==> src/tmr_pkg.sv <==
// Purpose: constants shared by the timer flag and pulse accumulator block
// Assumes: byte-wide register port, bus clock equal to clk_sys
// Notes:   offsets are the byte addresses seen on reg_addr
package tmr_pkg;

    // ----------------------------------------
    // register offsets
    // ----------------------------------------
    localparam logic [15:0] OFS_EDGE_CTRL = 16'h1021;
    localparam logic [15:0] OFS_EN_ONE    = 16'h1022;
    localparam logic [15:0] OFS_FLG_ONE   = 16'h1023;
    localparam logic [15:0] OFS_EN_TWO    = 16'h1024;
    localparam logic [15:0] OFS_FLG_TWO   = 16'h1025;
    localparam logic [15:0] OFS_ACC_CTRL  = 16'h1026;
    localparam logic [15:0] OFS_ACC_CNT   = 16'h1027;

    // ----------------------------------------
    // reset values and limits
    // ----------------------------------------
    localparam logic [7:0]  REG_RST   = 8'h00;
    localparam logic [15:0] CNT_RST   = 16'h0000;
    localparam logic [15:0] CNT_MAX   = 16'hFFFF;
    localparam logic [7:0]  ACC_MAX   = 8'hFF;
    localparam logic [6:0]  PRESC_WIN = 7'h40;

    // ----------------------------------------
    // field positions
    // ----------------------------------------
    localparam int          ONE_CMP5_BIT  = 3;
    localparam int          TWO_ROLL_BIT  = 7;
    localparam int          TWO_TICK_BIT  = 6;
    localparam int          TWO_AROLL_BIT = 5;
    localparam int          TWO_AEDGE_BIT = 4;
    localparam logic [7:0]  EN_TWO_MASK   = 8'hF0;
    localparam int          ACT_ENABLE    = 6;
    localparam int          ACT_MODE      = 5;
    localparam int          ACT_EDGE      = 4;
    localparam int          ACT_SEL45     = 2;
    // edge field lsb per capture channel 1, 2, 3, 4
    localparam int          EDGE_LSB [4]  = '{4, 2, 0, 6};

    // ----------------------------------------
    // divider shifts
    // ----------------------------------------
    localparam int          PRESC_SHIFT [4] = '{0, 2, 3, 4};
    localparam int          RATE_SHIFT_BASE = 13;
    localparam int          GATE_SHIFT      = 6;

endpackage
==> src/tick_if.sv <==
// Purpose: rate enables from the divider to the flag logic
// Assumes: periodic and gate pulses one clk_sys cycle long; count_tick high every cycle at prescale 00
// Notes:   none
`timescale 1ns/1ps
interface tick_if;
    logic count_tick;
    logic periodic_tick;
    logic gate_tick;

    modport source (output count_tick, output periodic_tick, output gate_tick);
    modport sink   (input count_tick, input periodic_tick, input gate_tick);
endinterface

==> src/pin_sync.sv <==
// Purpose: three-stage pin synchroniser with edge pulses
// Assumes: pins are asynchronous to clk_sys
// Notes:   level changes only once stages two and three agree
`timescale 1ns/1ps
module pin_sync #(
    parameter int W = 5
)(
    input  wire logic         clk_sys,
    input  wire logic         rst,
    input  wire logic [W-1:0] pin_in,
    output logic      [W-1:0] level,
    output logic      [W-1:0] rise,
    output logic      [W-1:0] fall
);
    logic [W-1:0] s1_q;
    logic [W-1:0] s2_q;
    logic [W-1:0] s3_q;
    logic [W-1:0] lvl_d;
    logic [W-1:0] rise_d;
    logic [W-1:0] fall_d;

    always_comb
    begin
        lvl_d  = (s3_q & ~(s2_q ^ s3_q)) | (level & (s2_q ^ s3_q));
        rise_d = lvl_d & ~level;
        fall_d = ~lvl_d & level;
    end

    always_ff @(posedge clk_sys)
    begin
        if (rst)
        begin
            s1_q  <= '0;
            s2_q  <= '0;
            s3_q  <= '0;
            level <= '0;
            rise  <= '0;
            fall  <= '0;
        end
        else
        begin
            s1_q  <= pin_in;
            s2_q  <= s1_q;
            s3_q  <= s2_q;
            level <= lvl_d;
            rise  <= rise_d;
            fall  <= fall_d;
        end
    end
endmodule

==> src/tick_divider.sv <==
// Purpose: free-running divider giving prescale, periodic and gate enables
// Assumes: divider width covers the longest periodic shift
// Notes:   enables fire when the low bits of the divider are all ones
`timescale 1ns/1ps
module tick_divider
    import tmr_pkg::*;
#(
    parameter int DIV_W = 16
)(
    input  wire logic       clk_sys,
    input  wire logic       rst,
    input  wire logic [1:0] presc_sel,
    input  wire logic [1:0] rate_sel,
    tick_if.source          ticks
);
    logic [DIV_W-1:0] div_q;
    logic [DIV_W-1:0] div_d;

    function automatic logic [DIV_W-1:0] low_ones(input int n);
        logic [DIV_W:0] m;
        m = ((DIV_W+1)'(1) << n) - (DIV_W+1)'(1);
        return m[DIV_W-1:0];
    endfunction

    always_comb
    begin
        div_d               = div_q + DIV_W'(1);
        ticks.count_tick    = &(div_q | ~low_ones(PRESC_SHIFT[presc_sel]));
        ticks.periodic_tick = &(div_q | ~low_ones(RATE_SHIFT_BASE + int'(rate_sel)));
        ticks.gate_tick     = &(div_q | ~low_ones(GATE_SHIFT));
    end

    always_ff @(posedge clk_sys)
    begin
        if (rst)
            div_q <= '0;
        else
            div_q <= div_d;
    end
endmodule

==> src/timer_flags_pulse_accumulator.sv <==
// Purpose: timer flags, masks, prescaler, periodic tick and pulse accumulator
// Assumes: compare values and capture pins come from the surrounding timer
// Notes:   the free-running counter lives here; compare latches do not
`timescale 1ns/1ps

module timer_flags_pulse_accumulator
    import tmr_pkg::*;
(
    input  wire logic             clk_sys,
    input  wire logic             rst,
    input  wire logic [15:0]      reg_addr,
    input  wire logic [7:0]       reg_wdata,
    input  wire logic             reg_wr,
    input  wire logic             reg_rd,
    output logic      [7:0]       reg_rdata,
    input  wire logic             test_mode,
    input  wire logic [3:0]       cap_pin,
    input  wire logic             accum_input_pin,
    input  wire logic [4:0][15:0] cmp_value,
    output logic      [15:0]      free_running_count,
    output logic      [7:0]       irq_req_one,
    output logic      [7:0]       irq_req_two,
    output logic      [3:0]       capture_event
);
    // ----------------------------------------
    // state
    // ----------------------------------------
    logic [7:0]  edge_ctrl_q, edge_ctrl_d;
    logic [7:0]  en_one_q, en_one_d;
    logic [7:0]  flg_one_q, flg_one_d;
    logic [7:0]  en_two_q, en_two_d;
    logic [7:0]  flg_two_q, flg_two_d;
    logic [1:0]  presc_q, presc_d;
    logic        presc_done_q, presc_done_d;
    logic [6:0]  win_q, win_d;
    logic [7:0]  actl_q, actl_d;
    logic [7:0]  acnt_q, acnt_d;
    logic [15:0] count_q, count_d;
    logic [7:0]  rdata_d;
    logic [7:0]  irq_one_d, irq_two_d;

    logic [4:0]  pin_lvl;
    logic [4:0]  pin_rise;
    logic [4:0]  pin_fall;
    logic [4:0]  cmp_hit;
    logic [3:0]  cap_evt;
    logic [7:0]  set_one;
    logic [7:0]  set_two;
    logic        wr_edge, wr_en1, wr_flg1, wr_en2, wr_flg2, wr_actl, wr_acnt;
    logic        presc_ok, counter_rollover_flag, acc_inc, acc_edge, acc_roll;

    tick_if u_ticks ();

    tick_divider #(
        .DIV_W     (16)
    ) u_div (
        .clk_sys   (clk_sys),
        .rst       (rst),
        .presc_sel (presc_q),
        .rate_sel  (actl_q[1:0]),
        .ticks     (u_ticks.source)
    );

    pin_sync #(
        .W       (5)
    ) u_pins (
        .clk_sys (clk_sys),
        .rst     (rst),
        .pin_in  ({accum_input_pin, cap_pin}),
        .level   (pin_lvl),
        .rise    (pin_rise),
        .fall    (pin_fall)
    );

    // ----------------------------------------
    // write decode
    // ----------------------------------------
    always_comb
    begin
        wr_edge = reg_wr && (reg_addr == OFS_EDGE_CTRL);
        wr_en1  = reg_wr && (reg_addr == OFS_EN_ONE);
        wr_flg1 = reg_wr && (reg_addr == OFS_FLG_ONE);
        wr_en2  = reg_wr && (reg_addr == OFS_EN_TWO);
        wr_flg2 = reg_wr && (reg_addr == OFS_FLG_TWO);
        wr_actl = reg_wr && (reg_addr == OFS_ACC_CTRL);
        wr_acnt = reg_wr && (reg_addr == OFS_ACC_CNT);
    end

    // ----------------------------------------
    // counter and event sources
    // ----------------------------------------
    always_comb
    begin
        count_d = count_q + {15'h0000, u_ticks.count_tick};
        counter_rollover_flag     = u_ticks.count_tick && (count_q == CNT_MAX);
    end

    genvar gi;
    generate
        for (gi = 0; gi < 5; gi++)
        begin : g_cmp
            assign cmp_hit[gi] = u_ticks.count_tick && (count_d == cmp_value[gi]);
        end
        for (gi = 0; gi < 4; gi++)
        begin : g_cap
            assign cap_evt[gi] = (edge_ctrl_q[EDGE_LSB[gi]] & pin_rise[gi])
                               | (edge_ctrl_q[EDGE_LSB[gi] + 1] & pin_fall[gi]);
        end
    endgenerate

    // ----------------------------------------
    // pulse accumulator
    // ----------------------------------------
    always_comb
    begin
        acc_edge = actl_q[ACT_ENABLE]
                 & (actl_q[ACT_EDGE] ? pin_rise[4] : pin_fall[4]);
        if (!actl_q[ACT_ENABLE])
            acc_inc = 1'h0;
        else if (actl_q[ACT_MODE])
            acc_inc = u_ticks.gate_tick && (pin_lvl[4] != actl_q[ACT_EDGE]);
        else
            acc_inc = acc_edge;
        acc_roll = acc_inc && !wr_acnt && (acnt_q == ACC_MAX);
        if (wr_acnt)
            acnt_d = reg_wdata;
        else
            acnt_d = acnt_q + {7'h00, acc_inc};
    end

    // ----------------------------------------
    // flags and masks
    // ----------------------------------------
    always_comb
    begin
        set_one = {cmp_hit[0], cmp_hit[1], cmp_hit[2], cmp_hit[3],
                   1'h0, cap_evt[0], cap_evt[1], cap_evt[2]};
        set_one[ONE_CMP5_BIT] = actl_q[ACT_SEL45] ? cap_evt[3] : cmp_hit[4];
        set_two = REG_RST;
        set_two[TWO_ROLL_BIT]  = counter_rollover_flag;
        set_two[TWO_TICK_BIT]  = u_ticks.periodic_tick;
        set_two[TWO_AROLL_BIT] = acc_roll;
        set_two[TWO_AEDGE_BIT] = acc_edge;
        flg_one_d = (flg_one_q & ~(wr_flg1 ? reg_wdata : REG_RST)) | set_one;
        flg_two_d = ((flg_two_q & ~(wr_flg2 ? reg_wdata : REG_RST)) | set_two) & EN_TWO_MASK;
        edge_ctrl_d = wr_edge ? reg_wdata : edge_ctrl_q;
        en_one_d    = wr_en1 ? reg_wdata : en_one_q;
        en_two_d    = wr_en2 ? (reg_wdata & EN_TWO_MASK) : en_two_q;
        actl_d      = wr_actl ? reg_wdata : actl_q;
        irq_one_d   = flg_one_q & en_one_q;
        irq_two_d   = flg_two_q & en_two_q;
    end

    // ----------------------------------------
    // prescaler write window
    // ----------------------------------------
    always_comb
    begin
        presc_ok     = test_mode || (!presc_done_q && (win_q != PRESC_WIN));
        win_d        = (win_q == PRESC_WIN) ? win_q : win_q + 7'h01;
        presc_d      = presc_q;
        presc_done_d = presc_done_q;
        if (wr_en2 && presc_ok)
        begin
            presc_d      = reg_wdata[1:0];
            presc_done_d = 1'h1;
        end
    end

    // ----------------------------------------
    // read mux
    // ----------------------------------------
    always_comb
    begin
        rdata_d = REG_RST;
        if (reg_rd)
        begin
            case (reg_addr)
                OFS_EDGE_CTRL: rdata_d = edge_ctrl_q;
                OFS_EN_ONE:    rdata_d = en_one_q;
                OFS_FLG_ONE:   rdata_d = flg_one_q;
                OFS_EN_TWO:    rdata_d = en_two_q | {6'h00, presc_q};
                OFS_FLG_TWO:   rdata_d = flg_two_q;
                OFS_ACC_CTRL:  rdata_d = actl_q;
                OFS_ACC_CNT:   rdata_d = acnt_q;
                default:       rdata_d = REG_RST;
            endcase
        end
    end

    // ----------------------------------------
    // registers
    // ----------------------------------------
    always_ff @(posedge clk_sys)
    begin
        if (rst)
        begin
            edge_ctrl_q        <= REG_RST;
            en_one_q           <= REG_RST;
            flg_one_q          <= REG_RST;
            en_two_q           <= REG_RST;
            flg_two_q          <= REG_RST;
            presc_q            <= '0;
            presc_done_q       <= '0;
            win_q              <= '0;
            actl_q             <= REG_RST;
            acnt_q             <= REG_RST;
            count_q            <= CNT_RST;
            reg_rdata          <= REG_RST;
            irq_req_one        <= REG_RST;
            irq_req_two        <= REG_RST;
            capture_event      <= '0;
        end
        else
        begin
            edge_ctrl_q        <= edge_ctrl_d;
            en_one_q           <= en_one_d;
            flg_one_q          <= flg_one_d;
            en_two_q           <= en_two_d;
            flg_two_q          <= flg_two_d;
            presc_q            <= presc_d;
            presc_done_q       <= presc_done_d;
            win_q              <= win_d;
            actl_q             <= actl_d;
            acnt_q             <= acnt_d;
            count_q            <= count_d;
            reg_rdata          <= rdata_d;
            irq_req_one        <= irq_one_d;
            irq_req_two        <= irq_two_d;
            capture_event      <= cap_evt;
        end
    end

    assign free_running_count = count_q;
endmodule

==> config.mk <==
export PLATFORM = sky130hd
export DESIGN_NAME = timer_flags_pulse_accumulator
export DESIGN_NICKNAME = d
export VERILOG_FILES = /design/src/tmr_pkg.sv /design/src/tick_if.sv /design/src/pin_sync.sv /design/src/tick_divider.sv /design/src/timer_flags_pulse_accumulator.sv
export SDC_FILE = /design/constraint.sdc
export NUM_CORES = 1
export LEC_CHECK = 0
export BUFFER_PORTS_ARGS = -buffer_cell sky130_fd_sc_hd__buf_2
export CORE_ASPECT_RATIO = 0.9
export CORE_MARGIN = 4
export CORE_UTILIZATION = 55
export DETAILED_ROUTE_END_ITERATION = 6
export PLACE_DENSITY = 0.77
export REMOVE_ABC_BUFFERS = 1
export SETUP_SLACK_MARGIN = 0.02
export SYNTH_ARGS = -nofsm -noshare
export SYNTH_HDL_FRONTEND = slang
export SYNTH_HIERARCHICAL = 1
export SYNTH_SLANG_ARGS = --single-unit
==> constraint.sdc <==
create_clock -name clk_sys -period 11.6 [get_ports clk_sys]
set_clock_uncertainty 0.1 [all_clocks]
set_input_delay 1.16 -clock clk_sys [delete_from_list [all_inputs] [get_ports clk_sys]]
set_output_delay 1.16 -clock clk_sys [all_outputs]
set_load 0.05 [all_outputs]
==> summary.md <==
| Metric | Value |
|---|---|
| Slowest stage delay, CP | 0.72 ns |
| Prevailing post-synth register cell | dfxtp_1 |
| Class of the worst hold path | flip-flop to flip-flop |
| Root Buffer | clkbuf_16 |
| Hold Path Depth | 1 |
| Max Freq | 0.170 GHz |
| CP dominant cell by count | ha_1 |
| Period minus WS final | 5.87 ns |
| Sequential element share of the synthesized area | 36.4% |
| Clk_lat worst skew | 0.43 ns |
| Worst r2r path cells | 16 |
| End of the worst register-to-register path | flg_one_q[3]$_SDFF_PP0_ |
| Layout cell share with drive strength beyond 1 | 22.0% |
| Syn_area_per_cell | 8.81 um^2 |
| HPWL Detailed | 17,000 um |
| Hold Path Origin | u_pins/s1_q[4]$_SDFF_PP0_ |
| Worst Hold End | u_pins/s2_q[4]$_SDFF_PP0_ |
| Post-CTS sizing | 0 |
| WL/cell | 18.8 um |
| Reg-to-reg startpoint | presc_q[0]$_SDFFE_PP0P_ |
| Post-synth EDFFs | 0 |
| Final setup TNS | 0 ns |
| Outcome | completed |
| Die Height | 122 um |
| CTS Buf Count | 17 |
| Power Density | 123 nW/um^2 |
| Yosys reg bits | 144 |
| Final net count | 1,152 |
| Setup repair bufs after CTS | 0 |
| Cell Chain, Critical Path | inv_1 -> ha_1 -> nor4_1 -> ha_1 -> nor2_1 -> a21oi_1 -> o2111ai_1 -> nor3_1 -> ha_1 -> ha_1 -> nand3_1 -> nor4_2 -> xnor2_1 -> xnor2_1 -> a2111oi_0 -> a41o_1 |
| Hold Violations, Final | 0 |
| Fin. max-slew vios | 0 |
| Post-layout util | 66.2% |
| Post-route DRC | 0 |
| Lkg Pwr | 0.00372 uW |
| Drt pass-1 iters | 5 |
| Crit-path max FO | 14 |
| First-pass GRT wire length | 35,400 um |
| Slew headroom | 41.9% |
| Routed wire length | 23,100 um |
| Number of global-route vias before repair | 6,553 |
| Post-Synthesis Cells | 898 |
| Crit path required time | 11.87 ns |
| Longest Clk Path Bufs | 2 |
| Final setup vio count | 0 |
| DR iter-0 viols | 640 |
| Critical path buffers and inverters | 1 |
| Via count | 7,189 |
| Most common cell after layout, fill and taps aside | buf_2 |
| Actual slew at the worst max-slew pin | 0.865 ns |
| CTS tree | built |
| Grt total ovfl | 0 |
| Endpoint class of the critical path | flip-flop |
| R2R setup slack | 5.73 ns |
| Row cnt | 41 |
| Gr usage total | 27.8% |
| RePlAce Congestion | 0.967 |
| Setup CP Type | flip-flop to flip-flop |
| Delay-heaviest family, CP | simple AND/OR/NAND/NOR gates |
| Largest net degree at the start of global routing | 60 |
| Initial Util | 56.3% |
| Die area | 16,400 um^2 |
| Crit share post-route | 50.6% |
| Core Region | 14,100 um^2 |
| Max VDD drop | 128 uV |
| Hold Buf Count CTS | 0 |
| Synthesis-to-layout area growth | 17.6% |
| Clock-pin slew on the worst setup and hold paths | 0.06 ns |
| H-tree depth | 4 |
| RSZ-0062 raised after global routing | false |
| CP Launch Type | flip-flop |
| Vias per cell | 5.85 |
| Clk sinks | 144 |
| Die span in x | 134 um |
| Commonest non-fill, non-tap cells in the layout | buf_2, dfxtp_1, nor2_1 |
| Synth warn | 6 |
| Synth cell types | 75 |
| Initial antenna violation count | 0 |
| Worst path slowest cell | nor3_1 |
| Fraction of registers with async set/reset | 0% |
| Mapped Area | 7910 um^2 |
| Post-route ant nets | 0 |
| CP arrival | 6.14 ns |
| IO Port Bufs | 153 |
| # IOs | 158 |
| Max-Cap Viols | 0 |
## per-layer routing
metal	GRT usage [%]	wire (um)
met5	0	0
met4	7.82	412
met3	6.98	1900
met2	41.1	10200
met1	40.4	10600
## how the worst max path moves through the flow
stage                                    endpoint  depth (start not counted)  slack (ns)               startpoint
after floorplan           flg_one_q[5]$_SDFF_PP0_                         16        7.13  presc_q[0]$_SDFFE_PP0P_
final                     flg_one_q[3]$_SDFF_PP0_                         16        5.73  presc_q[0]$_SDFFE_PP0P_
after global routing      flg_one_q[3]$_SDFF_PP0_                         16        5.44  presc_q[0]$_SDFFE_PP0P_
after global placement    flg_one_q[5]$_SDFF_PP0_                         16        6.22  presc_q[0]$_SDFFE_PP0P_
after detailed placement  flg_one_q[3]$_SDFF_PP0_                         16        5.86  presc_q[1]$_SDFFE_PP0P_
after CTS                 flg_one_q[3]$_SDFF_PP0_                         16        5.84  presc_q[0]$_SDFFE_PP0P_
## report_power, final
part	internal (uW)	switching, uW	total (uW)
Combinational	40.1	55.1	95.2
Clock	309	232	541
Sequential	499	5.69	505
## Yosys cell counts, drive strengths merged, types with 8 or more instances
master,count,area share [%]
clkbuf,31,1.5
a21oi,37,2.3
o21ai,31,2.0
inv,23,1.1
xor2,44,4.9
xnor2,73,8.2
nor2,105,5.0
nor3,22,1.6
nand2,43,2.0
dfxtp,144,36
nor2b,24,1.9
mux2i,31,3.9
ha,16,2.5
nor4,13,1.3
nand2b,10,0.79
a22oi,8,0.76
and4,8,0.89
buf,23,1.6
nand4,22,2.2
and3,20,1.6
nand3,39,2.5
## cell type report
type	instances	area, um^2
flip-flops and latches	144	2880
clock inverters	14	149
fillers	1196	4750
inverters	23	86.3
well taps	193	241
repair buffers	156	791
clock buffers	18	439
diodes	1	2.50
multi-input cells	680	4710
## per-stage QoR
stage	instance area [um^2]	power (uW)	setup slack, ns	hold slack (ns)	cells
after floorplan	7680	561	7.13	0.314	847
after global placement	8710	609	6.22	0.318	1196
after detailed placement	8710	609	5.86	0.323	1196
after CTS	9300	1150	5.84	0.338	1228
after global routing	9300	1180	5.44	0.349	1228
final	9300	1140	5.73	0.338	1229
## cell families after synthesis
logic type      after synthesis  synth area share [%]
other cells                   1                0.0474
fa+ha+maj                    16                  2.53
mux                          41                  5.77
buf+inv                      77                  4.13
simple gates                354                  24.8
flops                       144                  36.4
compound gates              145                  12.4
xor+xnor                    120                  13.9
## worst register-to-register path: cells and delay by family (launching register included)
family | cells | cell delay (ns)
compound gates | 4 | 1.09
buf+inv | 1 | 0.13
simple gates | 5 | 2.45
xor+xnor | 2 | 0.44
fa+ha+maj | 4 | 1.18
flops | 1 | 0.44
## registers in the layout, summed over array words and instances, names as in the netlist
name,flops
free_running_count,16
u_div/div_q,16
acnt_q,8
actl_q,8
edge_ctrl_q,8
en_one_q,8
flg_one_q,8
irq_req_one,8
reg_rdata,8
win_q,7
u_pins/fall,5
u_pins/level,5
u_pins/rise,5
u_pins/s1_q,5
u_pins/s2_q,5
u_pins/s3_q,5
capture_event,4
en_two_q,4
flg_two_q,4
irq_req_two,4
presc_q,2
presc_done_q,1
Note: power is estimated with default switching activity, not from simulation.
